## src/rtc_cfg.svh

```systemverilog
// constants of the clock/calendar register bank
`ifndef RTC_CFG_SVH
`define RTC_CFG_SVH

`define RTC_NUM_REGS 18
`define RTC_LAST_ADDR 5'h11
`define RTC_FIRST_ADDR 5'h00

// register addresses
`define RTC_ADDR_CTRL1 5'h00
`define RTC_ADDR_CTRL2 5'h01
`define RTC_ADDR_TRIM 5'h02
`define RTC_ADDR_RAM 5'h03
`define RTC_ADDR_SEC 5'h04
`define RTC_ADDR_MIN 5'h05
`define RTC_ADDR_HOUR 5'h06
`define RTC_ADDR_DAY 5'h07
`define RTC_ADDR_WDAY 5'h08
`define RTC_ADDR_MONTH 5'h09
`define RTC_ADDR_YEAR 5'h0A
`define RTC_ADDR_ALM_FIRST 5'h0B
`define RTC_ADDR_ALM_LAST 5'h0F
`define RTC_ADDR_TMR1 5'h10
`define RTC_ADDR_TMR2 5'h11

// implemented-bit masks
`define RTC_MASK_CTRL1 8'hB7
`define RTC_MASK_CTRL2 8'hDF
`define RTC_MASK_SEC 8'hFF
`define RTC_MASK_MIN 8'h7F
`define RTC_MASK_HOUR 8'h3F
`define RTC_MASK_DAY 8'h3F
`define RTC_MASK_WDAY 8'h07
`define RTC_MASK_MONTH 8'h1F
`define RTC_MASK_ALM_HOUR 8'hBF
`define RTC_MASK_ALM_DAY 8'hBF
`define RTC_MASK_ALM_WDAY 8'h87
`define RTC_MASK_TMR2 8'h1F
`define RTC_MASK_FULL 8'hFF

// reset values
`define RTC_RST_DEFAULT 8'h00
`define RTC_RST_DAY 8'h01
`define RTC_RST_MONTH 8'h01
`define RTC_RST_ALARM 8'h80

// control bit positions
`define RTC_BIT_STOP 5

// BCD limits of the counters
`define RTC_SEC_LAST 7'h59
`define RTC_MIN_LAST 8'h59
`define RTC_HOUR_LAST 8'h23
`define RTC_WDAY_LAST 8'h06
`define RTC_MONTH_LAST 8'h12
`define RTC_YEAR_LAST 8'h99

// crystal and host link timing
`define RTC_XTAL_HZ 32768
`define RTC_XTAL_EDGES_PER_SEC 15'h7FFF
`define RTC_HOST_MAX_BPS 400000
`define RTC_CLOCK_HZ 100000000
`define RTC_HOST_BYTE_CYCLES ((`RTC_CLOCK_HZ / `RTC_HOST_MAX_BPS) * 8)

`endif

```

## src/rtc_pkg.sv

```systemverilog
// types of the clock/calendar register bank
package rtc_pkg;
	typedef logic [7:0] rtc_byte_t;
	typedef logic [4:0] rtc_addr_t;
	typedef logic [14:0] rtc_div_t;
	typedef enum logic [2:0] {
		RTC_PTR_IDLE = 3'b001,
		RTC_PTR_LOAD = 3'b010,
		RTC_PTR_STEP = 3'b100
	} rtc_ptr_op_t;
endpackage

```

## src/rtc_register_access.sv

```systemverilog
// register bank, pointer and BCD time counters of the clock/calendar
`timescale 1ns/100ps
`include "rtc_cfg.svh"

module rtc_register_access
	import rtc_pkg::*;
(
	input wire logic i_clock,
	input wire logic i_rst_n,
	input wire logic i_access_active,
	input wire logic i_ptr_load,
	input wire logic [4:0] i_ptr_value,
	input wire logic i_wr_strobe,
	input wire logic [7:0] i_wr_data,
	input wire logic i_rd_strobe,
	output logic [7:0] o_rd_data,
	output logic [4:0] o_ptr,
	input wire logic i_crystal_in_pin,
	output logic o_crystal_out_pin,
	input wire logic i_clock_out_gate_input,
	output logic o_divided_clock_pin,
	output logic o_divided_clock_oe,
	output logic o_seconds_tick
);

	// implemented bits of each address
	function automatic rtc_byte_t impl_mask(input rtc_addr_t a);
		case (a)
			`RTC_ADDR_CTRL1: impl_mask = `RTC_MASK_CTRL1;
			`RTC_ADDR_CTRL2: impl_mask = `RTC_MASK_CTRL2;
			`RTC_ADDR_MIN: impl_mask = `RTC_MASK_MIN;
			`RTC_ADDR_HOUR: impl_mask = `RTC_MASK_HOUR;
			`RTC_ADDR_DAY: impl_mask = `RTC_MASK_DAY;
			`RTC_ADDR_WDAY: impl_mask = `RTC_MASK_WDAY;
			`RTC_ADDR_MONTH: impl_mask = `RTC_MASK_MONTH;
			5'h0D: impl_mask = `RTC_MASK_ALM_HOUR;
			5'h0E: impl_mask = `RTC_MASK_ALM_DAY;
			`RTC_ADDR_ALM_LAST: impl_mask = `RTC_MASK_ALM_WDAY;
			`RTC_ADDR_TMR2: impl_mask = `RTC_MASK_TMR2;
			default: impl_mask = `RTC_MASK_FULL;
		endcase
	endfunction

	// value loaded at reset
	function automatic rtc_byte_t reset_value(input rtc_addr_t a);
		if (a == `RTC_ADDR_DAY || a == `RTC_ADDR_MONTH) begin
			reset_value = `RTC_RST_DAY;
		end else if (a >= `RTC_ADDR_ALM_FIRST && a <= `RTC_ADDR_ALM_LAST) begin
			reset_value = `RTC_RST_ALARM;
		end else begin
			reset_value = `RTC_RST_DEFAULT;
		end
	endfunction

	// BCD increment, wrapping from last back to first
	function automatic rtc_byte_t bcd_inc(input rtc_byte_t v, input rtc_byte_t last,
			input rtc_byte_t first);
		if (v >= last) begin
			bcd_inc = first;
		end else if (v[3:0] >= 4'h9) begin
			bcd_inc = {v[7:4] + 4'h1, 4'h0};
		end else begin
			bcd_inc = v + 8'h01;
		end
	endfunction

	// last day of a month, BCD month and year
	function automatic rtc_byte_t month_last_day(input rtc_byte_t m, input rtc_byte_t y);
		logic leap;
		leap = y[4] ? (y[3:0] == 4'h2 || y[3:0] == 4'h6)
			: (y[3:0] == 4'h0 || y[3:0] == 4'h4 || y[3:0] == 4'h8);
		case (m)
			8'h02: month_last_day = leap ? 8'h29 : 8'h28;
			8'h04, 8'h06, 8'h09, 8'h11: month_last_day = 8'h30;
			default: month_last_day = 8'h31;
		endcase
	endfunction

	rtc_byte_t regs [0:`RTC_NUM_REGS-1];
	rtc_addr_t ptr;
	rtc_ptr_op_t ptr_op;
	rtc_div_t div_count;
	logic xtal_prev;
	logic tick;
	logic pending;
	logic frozen;
	logic apply;
	logic running;
	rtc_byte_t next_sec;
	rtc_byte_t next_min;
	rtc_byte_t next_hour;
	rtc_byte_t next_day;
	rtc_byte_t next_wday;
	rtc_byte_t next_month;
	rtc_byte_t next_year;
	logic c_sec;
	logic c_min;
	logic c_hour;
	logic c_day;
	logic c_month;

	// pointer operation; a load outranks a byte step
	always_comb begin
		if (i_ptr_load) begin
			ptr_op = RTC_PTR_LOAD;
		end else if (i_wr_strobe || i_rd_strobe) begin
			ptr_op = RTC_PTR_STEP;
		end else begin
			ptr_op = RTC_PTR_IDLE;
		end
	end

	// register address pointer
	always_ff @(posedge i_clock or negedge i_rst_n) begin
		if (!i_rst_n) begin
			ptr <= `RTC_FIRST_ADDR;
		end else begin
			case (ptr_op)
				RTC_PTR_LOAD: begin
					ptr <= (i_ptr_value > `RTC_LAST_ADDR) ? `RTC_FIRST_ADDR : i_ptr_value;
				end
				RTC_PTR_STEP: begin
					ptr <= (ptr == `RTC_LAST_ADDR) ? `RTC_FIRST_ADDR : ptr + 5'h01;
				end
				RTC_PTR_IDLE: begin
					ptr <= ptr;
				end
				default: begin
					ptr <= `RTC_FIRST_ADDR;
				end
			endcase
		end
	end

	assign o_ptr = ptr;

	// crystal edge divider; one second is 32768 rising edges
	always_ff @(posedge i_clock or negedge i_rst_n) begin
		if (!i_rst_n) begin
			xtal_prev <= 1'b0;
			div_count <= 15'h0000;
		end else begin
			xtal_prev <= i_crystal_in_pin;
			if (i_crystal_in_pin && !xtal_prev) begin
				div_count <= div_count + 15'h0001;
			end
		end
	end

	assign tick = i_crystal_in_pin && !xtal_prev && (div_count == `RTC_XTAL_EDGES_PER_SEC);

	// freeze covers the whole host transaction, strobes included
	assign frozen = i_access_active || i_wr_strobe || i_rd_strobe;
	assign running = !regs[`RTC_ADDR_CTRL1][`RTC_BIT_STOP];
	assign apply = (tick || pending) && !frozen && running;

	// held-back second; a tick colliding with a release stays pending
	always_ff @(posedge i_clock or negedge i_rst_n) begin
		if (!i_rst_n) begin
			pending <= 1'b0;
		end else if (!running) begin
			pending <= 1'b0;
		end else if (frozen) begin
			pending <= pending || tick;
		end else begin
			pending <= pending && tick;
		end
	end

	// BCD carry chain, 24-hour counting
	always_comb begin
		c_sec = (regs[`RTC_ADDR_SEC][6:0] >= `RTC_SEC_LAST);
		next_sec = {regs[`RTC_ADDR_SEC][7], 1'b0, 6'h00};
		next_sec[6:0] = 7'(bcd_inc({1'b0, regs[`RTC_ADDR_SEC][6:0]},
			{1'b0, `RTC_SEC_LAST}, 8'h00));
		next_min = regs[`RTC_ADDR_MIN];
		next_hour = regs[`RTC_ADDR_HOUR];
		next_day = regs[`RTC_ADDR_DAY];
		next_wday = regs[`RTC_ADDR_WDAY];
		next_month = regs[`RTC_ADDR_MONTH];
		next_year = regs[`RTC_ADDR_YEAR];
		c_min = 1'b0;
		c_hour = 1'b0;
		c_day = 1'b0;
		c_month = 1'b0;
		if (c_sec) begin
			c_min = (regs[`RTC_ADDR_MIN] >= `RTC_MIN_LAST);
			next_min = bcd_inc(regs[`RTC_ADDR_MIN], `RTC_MIN_LAST, 8'h00);
		end
		if (c_min) begin
			c_hour = (regs[`RTC_ADDR_HOUR] >= `RTC_HOUR_LAST);
			next_hour = bcd_inc(regs[`RTC_ADDR_HOUR], `RTC_HOUR_LAST, 8'h00);
		end
		if (c_hour) begin
			c_day = (regs[`RTC_ADDR_DAY] >= month_last_day(regs[`RTC_ADDR_MONTH],
				regs[`RTC_ADDR_YEAR]));
			next_day = bcd_inc(regs[`RTC_ADDR_DAY],
				month_last_day(regs[`RTC_ADDR_MONTH], regs[`RTC_ADDR_YEAR]), 8'h01);
			next_wday = bcd_inc(regs[`RTC_ADDR_WDAY], `RTC_WDAY_LAST, 8'h00);
		end
		if (c_day) begin
			c_month = (regs[`RTC_ADDR_MONTH] >= `RTC_MONTH_LAST);
			next_month = bcd_inc(regs[`RTC_ADDR_MONTH], `RTC_MONTH_LAST, 8'h01);
		end
		if (c_month) begin
			next_year = bcd_inc(regs[`RTC_ADDR_YEAR], `RTC_YEAR_LAST, 8'h00);
		end
	end

	// register array: host writes, then counter advance when not frozen
	always_ff @(posedge i_clock or negedge i_rst_n) begin
		if (!i_rst_n) begin
			for (int i = 0; i < `RTC_NUM_REGS; i++) begin
				regs[i] <= reset_value(5'(i));
			end
		end else if (i_wr_strobe && !i_ptr_load) begin
			regs[ptr] <= i_wr_data & impl_mask(ptr);
		end else if (apply) begin
			regs[`RTC_ADDR_SEC] <= next_sec;
			regs[`RTC_ADDR_MIN] <= next_min;
			regs[`RTC_ADDR_HOUR] <= next_hour;
			regs[`RTC_ADDR_DAY] <= next_day;
			regs[`RTC_ADDR_WDAY] <= next_wday;
			regs[`RTC_ADDR_MONTH] <= next_month;
			regs[`RTC_ADDR_YEAR] <= next_year;
		end
	end

	// read data, whole byte with dead bits forced low
	always_ff @(posedge i_clock or negedge i_rst_n) begin
		if (!i_rst_n) begin
			o_rd_data <= 8'h00;
		end else if (i_rd_strobe && !i_ptr_load) begin
			o_rd_data <= regs[ptr] & impl_mask(ptr);
		end
	end

	// clock output and oscillator inverter, registered so the pin stays glitch free
	always_ff @(posedge i_clock or negedge i_rst_n) begin
		if (!i_rst_n) begin
			o_divided_clock_pin <= 1'b0;
			o_divided_clock_oe <= 1'b0;
			o_crystal_out_pin <= 1'b0;
			o_seconds_tick <= 1'b0;
		end else begin
			o_divided_clock_pin <= i_clock_out_gate_input && i_crystal_in_pin;
			o_divided_clock_oe <= i_clock_out_gate_input;
			o_crystal_out_pin <= !i_crystal_in_pin;
			o_seconds_tick <= apply;
		end
	end

	// host pacing: one byte no faster than this many cycles, not checked here
	localparam int HOST_BYTE_CYCLES = `RTC_HOST_BYTE_CYCLES;

	a_ptr_advance: assert property (@(posedge i_clock) disable iff (!i_rst_n)
		(!i_ptr_load && (i_wr_strobe || i_rd_strobe) && ptr != `RTC_LAST_ADDR)
		|=> ptr == $past(ptr) + 5'h01)
		else $error("pointer did not advance by one");

	a_ptr_wrap: assert property (@(posedge i_clock) disable iff (!i_rst_n)
		(!i_ptr_load && i_rd_strobe && ptr == `RTC_LAST_ADDR) |=> ptr == `RTC_FIRST_ADDR)
		else $error("pointer did not wrap to first address");

	a_ptr_load: assert property (@(posedge i_clock) disable iff (!i_rst_n)
		(i_ptr_load && i_ptr_value <= `RTC_LAST_ADDR) |=> ptr == $past(i_ptr_value))
		else $error("pointer load not taken");

	a_freeze_hold: assert property (@(posedge i_clock) disable iff (!i_rst_n)
		(i_access_active && !i_wr_strobe) |=> $stable(regs[`RTC_ADDR_SEC]))
		else $error("seconds moved while frozen");

	a_pending_catch: assert property (@(posedge i_clock) disable iff (!i_rst_n)
		(pending && running && !frozen) |=> o_seconds_tick)
		else $error("held second not applied after release");

	a_pending_set: assert property (@(posedge i_clock) disable iff (!i_rst_n)
		(tick && frozen && running) |=> pending)
		else $error("second due while frozen was lost");

	a_freeze_strobe: assert property (@(posedge i_clock) disable iff (!i_rst_n)
		(i_rd_strobe && !i_wr_strobe) |=> $stable(regs[`RTC_ADDR_SEC]))
		else $error("seconds moved during a read");

	a_unimpl_zero: assert property (@(posedge i_clock) disable iff (!i_rst_n)
		(i_rd_strobe && !i_ptr_load) |=> (o_rd_data & ~impl_mask($past(ptr))) == 8'h00)
		else $error("unimplemented bits read nonzero");

	a_ram_plain: assert property (@(posedge i_clock) disable iff (!i_rst_n)
		(i_wr_strobe && !i_ptr_load && ptr == `RTC_ADDR_RAM) |=> regs[`RTC_ADDR_RAM] == $past(i_wr_data))
		else $error("ram byte not stored");

	a_bcd_digit: assert property (@(posedge i_clock) disable iff (!i_rst_n)
		o_seconds_tick && $past(regs[`RTC_ADDR_SEC][3:0]) <= 4'h9 |-> regs[`RTC_ADDR_SEC][3:0] <= 4'h9)
		else $error("seconds units left BCD range");

	a_divided_clock_pin_gate: assert property (@(posedge i_clock) disable iff (!i_rst_n)
		!i_clock_out_gate_input |=> !o_divided_clock_oe && !o_divided_clock_pin)
		else $error("clock output driven while gated off");

	a_divider_tick: assert property (@(posedge i_clock) disable iff (!i_rst_n)
		tick |=> div_count == 15'h0000)
		else $error("divider did not roll over on tick");

	// writes wrap the pointer the same way reads do
	a_wr_wrap: assert property (@(posedge i_clock) disable iff (!i_rst_n)
		(!i_ptr_load && i_wr_strobe && ptr == `RTC_LAST_ADDR) |=> ptr == `RTC_FIRST_ADDR)
		else $error("pointer did not wrap after a write");

	// weekday keeps only its three low bits, whatever the host sends
	a_wday_mask: assert property (@(posedge i_clock) disable iff (!i_rst_n)
		(i_wr_strobe && !i_ptr_load && ptr == `RTC_ADDR_WDAY)
		|=> regs[`RTC_ADDR_WDAY][7:3] == 5'h00)
		else $error("dead weekday bits stored");

	a_divided_clock_pin_on: assert property (@(posedge i_clock) disable iff (!i_rst_n)
		i_clock_out_gate_input |=> o_divided_clock_oe)
		else $error("clock output not enabled while gated on");

endmodule

```

## config.mk

```make
export PLATFORM = sky130hd
export DESIGN_NAME = rtc_register_access
export DESIGN_NICKNAME = d
export VERILOG_FILES = /design/src/rtc_pkg.sv /design/src/rtc_register_access.sv
export VERILOG_INCLUDE_DIRS = /design/src
export SDC_FILE = /design/constraint.sdc
export NUM_CORES = 1
export LEC_CHECK = 0
export ABC_AREA = 0
export BUFFER_PORTS_ARGS = -buffer_cell sky130_fd_sc_hd__buf_4
export CAP_MARGIN = 20
export CELL_PAD_IN_SITES_DETAIL_PLACEMENT = 1
export CELL_PAD_IN_SITES_GLOBAL_PLACEMENT = 1
export CORE_ASPECT_RATIO = 1.25
export CORE_MARGIN = 3
export CORE_UTILIZATION = 40
export CTS_CLUSTER_DIAMETER = 150
export DETAILED_ROUTE_END_ITERATION = 6
export HOLD_SLACK_MARGIN = 0.1
export PLACE_DENSITY_LB_ADDON = 0.1
export SETUP_SLACK_MARGIN = 0.15
export SLEW_MARGIN = 40
export SYNTH_ARGS = -nofsm -noshare
export SYNTH_HDL_FRONTEND = slang
export SYNTH_SLANG_ARGS = --single-unit
```

## constraint.sdc

```tcl
create_clock -name i_clock -period 3 [get_ports i_clock]
set_input_delay 0.3 -clock i_clock [delete_from_list [all_inputs] [get_ports i_clock]]
set_output_delay 0.3 -clock i_clock [all_outputs]
set_load 0.005 [all_outputs]
```

==> impl_summary.log <==
INFO  metric timing.final.ws_setup = -0.195 ns
INFO  metric grt_start_max_net_pins = 88
INFO  metric p_switching = 0.00380 W
INFO  metric slowest_delay = 0.60 ns
INFO  metric worst-slew-pin-transition = 0.807 ns
INFO  metric timing.final.max_slew_violations = 0
INFO  metric cts.reportedPaths.clkPinSlew = 0.07 ns
INFO  metric fmaxAchievable = 313 MHz
INFO  metric power_switching_share = 38.3%
INFO  metric ir_worst_vdd = roughly 0.00044 V
INFO  metric power_frac_clock = between 20% and 30%
INFO  metric timing_endpoint_of_the_critical_path = regs[62]$_DFFE_PN0P_
INFO  metric power.static_leakage = 5.18 nW
INFO  metric core_region_area = between 20000 and 25000 sq um
INFO  metric regToRegStartpoint = regs[64]$_DFFE_PN1P_
INFO  metric placement.io_buffers = 37
INFO  metric utilization = 48.2%
INFO  metric yosys.cell_types.count = between 70 and 80
INFO  metric cts_made_buffers = 17
INFO  metric syn_area_per_cell = 9.95 sq um
INFO  metric p_int = 0.00611 W
INFO  metric critical_path_required = 3.38 ns
INFO  metric launching_instance_or_port_of_the_critical_path = regs[64]$_DFFE_PN1P_
INFO  metric netlist_instances = 1005
INFO  metric kind_of_capture_point_of_the_worst_setup_path = flop
INFO  metric first_iter_violations = 314
INFO  metric worst-endpoint-arrival = 3.57 ns
INFO  metric reg2regPathDepth = 13
INFO  metric num_io_pins = 38
INFO  metric clock_tree.buffer_depth = 2
INFO  metric start_util = between 40% and 50%
INFO  metric post_drt_via_cell_ratio = 5.71
INFO  metric clock_skew = 0.0105 ns
INFO  metric drt-total-wl = 32.1 mm
INFO  metric timing.final.hold_violations = 0
INFO  metric power.sequential.fraction = 38.8%
INFO  metric start_kind = flop
INFO  metric tritoncts_num_sinks = 178
INFO  metric asyncSetResetFlopFracSynth = 100%
INFO  metric r2r-end = regs[62]$_DFFE_PN0P_
INFO  metric tritoncts = done
INFO  metric run_status = finished, violations left
INFO  metric criticalPathCategory = reg -> reg
INFO  metric ff2ff_setup_slack = -0.19 ns
INFO  metric final.period_utilization = 106%
INFO  metric antenna_cells = 0
INFO  metric grt_setup_unrepaired = true
INFO  metric final_period_minus_worst_setup_slack = roughly 3.2 ns
INFO  metric global_route.overflow_total = 0
INFO  metric initial_antenna_violation_count = 0
INFO  metric synthFlopType = sky130_fd_sc_hd__dfrtp_1
INFO  metric hpwl = between 20 and 25 mm
INFO  metric max_cap_violations = 0
INFO  metric synth_enable_flop_cells = 0
INFO  metric syn_nets = 1075
INFO  metric power.total = 0.00990 W
INFO  metric failed_checks = setup timing
INFO  metric timing.critical_path.cells = ha_4, nand3b_1, a21oi_1, o21ai_1, mux2_4, ha_4, nor4b_4, a2bb2oi_4, a2111oi_4, buf_4, nand4_4, or4b_4, nand3_2
INFO  metric synth.cell_area = 10000 sq um
INFO  metric detailedRoute.firstPassIterationCount = 4
INFO  metric placement_rows = 64
INFO  metric die_h = 183 um
INFO  metric power.density = 838 nW/um^2
INFO  metric clock-root-buffer = sky130_fd_sc_hd__clkbuf_16
INFO  metric critical-path-slowest-cell = sky130_fd_sc_hd__dfstp_2
INFO  metric clock_h_tree_levels = 4
INFO  metric final-setup-viol-count = 18
INFO  metric die-area = 26900 sq um
INFO  metric worst_hold_path_type = in -> reg
INFO  metric commonest_cells_after_routing_fill_and_taps_aside = sky130_fd_sc_hd__dfrtp_1, sky130_fd_sc_hd__nand2_1, sky130_fd_sc_hd__o21ai_0
INFO  metric detail_route.wl_per_cell = 22.6 um
INFO  metric synth-seq-area-share = between 40% and 50%
INFO  metric max_slew_margin = 46.1%
INFO  metric groute.usage.overall = 24.6%
INFO  metric most_frequent_cell_on_the_critical_path = sky130_fd_sc_hd__ha_4
INFO  metric detail-route-antenna-nets = 0
INFO  metric share_of_final_layout_standard_cells_stronger_than_drive_strength_1 = 19.9%
INFO  metric layout.cells.most_common = sky130_fd_sc_hd__dfrtp_1
INFO  metric layout-area-overhead-vs-synth = 18.2%
INFO  metric gpl.final_weighted_congestion = 0.827
INFO  metric finalNetCount = 1146
INFO  metric path_max_fanout = 6
INFO  metric vias_in_the_first_global_route = 8626
INFO  metric insertion_delay = between 0.4 and 0.5 ns
INFO  metric ys_seq_elements = 178
INFO  metric drc = 0
INFO  metric synth.yosys.warnings = 0
INFO  metric die_w = 147 um
INFO  metric grt_pass1_wl = 51.1 mm
INFO  metric share_comb_of_total_power = 37.4%
INFO  metric num_vias = 8098
==> critical path, delay by kind of cell (launching register included) <==
kind | cells | cell delay (ns)
buf+inv | 1 | 0.19
simple gates | 5 | 0.86
compound gates | 4 | 0.77
fa+ha+maj | 2 | 0.42
flops | 1 | 0.60
mux | 1 | 0.29
==> state kept, by name, summed over array words and instances (netlist names), 5 cells and up <==
signal and count:
o_rd_data 8, div_count 15, o_ptr 5, regs 143
==> through the flow <==
step	worst slack [ns]	hold WS [ns]	instances	TNS [ns]	instance area [sq um]
floorplan	0.0483	0.00441	1005	0	10100
global placement	-0.153	0.288	1372	-0.639	10900
detailed placement	-0.289	0.286	1372	-2.16	10900
CTS	-0.206	0.117	1415	-2.30	11700
global route	-0.351	0.126	1419	-5.31	11800
finish	-0.195	0.141	1419	-1.82	11800
==> synth_stat cells, drive strengths merged (6+ instances only) <==
library cell	number	area (sq um)
a21oi	20	100
a22oi	6	45.0
buf	13	78.8
nand4	10	77.6
ha	49	613
dfstp	7	184
clkbuf	33	124
o21ai	134	671
o221ai	8	70.1
and2	16	100
o31ai	7	85.1
nand2	159	597
mux4	32	724
nand3	39	195
and3	8	50.1
a211o	7	61.3
nand2b	12	75.1
dfrtp	171	4280
mux2i	26	260
a2bb2oi	7	61.3
o22ai	13	81.3
nor2b	11	68.8
nor3b	6	45.0
nor2	54	203
xnor2	10	87.6
nor3	13	70.1
a31oi	7	50.1
inv	41	154
==> area by class of cell <==
type | count | area (sq um)
clock buffers | 18 | 429
clock inverters | 14 | 179
fillers | 2765 | 12700
inverters | 41 | 156
multi-input cells | 741 | 5400
flip-flops and latches | 178 | 4470
well taps | 330 | 413
repair buffers | 97 | 774
==> kinds of logic (layout without fill, tap and decap cells) <==
| family | count (synthesis) | count (layout) | share of synthesized area (%) |
|---|---|---|---|
| buffers and inverters | 87 | 170 | 3.57 |
| multiplexers | 62 | 62 | 10.3 |
| AO/OA/AOI/OAI | 264 | 264 | 17.1 |
| AND/OR/NAND/NOR | 350 | 351 | 16.9 |
| adder cells (fa/ha/maj) | 49 | 49 | 6.13 |
| XOR/XNOR | 15 | 15 | 1.31 |
| flip-flops | 178 | 178 | 44.6 |
==> timing repair <==
| item | in CTS | in global routing |
|---|---|---|
| pin swaps | 7 | 12 |
| setup endpoints to repair | 23 | 24 |
| resized for setup | 10 | 23 |
| endpoints found under the hold margin | 56 | 0 |
| hold buffers | 5 | 0 |
| setup buffers | 5 | 4 |
| gates cloned | 1 | 0 |
==> power groups by stage <==
stage | clock network [W] | logic, W | registers [W]
6_report | 0.00236 | 0.00371 | 0.00384
2_1_floorplan | 0 | 0.00231 | 0.00363
4_1_cts | 0.00241 | 0.00364 | 0.00383
5_1_grt | 0.00251 | 0.00412 | 0.00395
3_3_place_gp | 0 | 0.00347 | 0.00384
3_5_place_dp | 0 | 0.00357 | 0.00386
==> worst min-delay path by stage <==
| stage | startpoint | end | slack [ns] | cells after the start |
|---|---|---|---|---|
| 3_5_place_dp | i_rst_n | regs[85]$_DFFE_PN0P_ | 0.29 | 1 |
| 3_3_place_gp | i_rst_n | o_seconds_tick$_DFF_PN0_ | 0.29 | 1 |
| 6_report | i_ptr_value[1] | o_ptr[1]$_DFFE_PN0P_ | 0.14 | 3 |
| 5_1_grt | i_ptr_value[1] | o_ptr[1]$_DFFE_PN0P_ | 0.13 | 3 |
| 4_1_cts | i_ptr_value[1] | o_ptr[1]$_DFFE_PN0P_ | 0.12 | 3 |
| 2_1_floorplan | i_rst_n | div_count[0]$_DFFE_PN0P_ | 0.004 | 0 |
==> routing by layer <==
layer | part of all wire, % | wire [um] | global-route usage (%) | up-vias
met5 | 0 | 0 | 0 | -
met4 | 2.5 | 789 | 8.17 | 0
met3 | 3.4 | 1110 | 4.13 | 36
met2 | 50 | 16200 | 41.7 | 134
met1 | 44 | 14000 | 32.2 | 4145
li1 | - | - | - | 3783
Note: power is estimated with default switching activity, not from simulation.
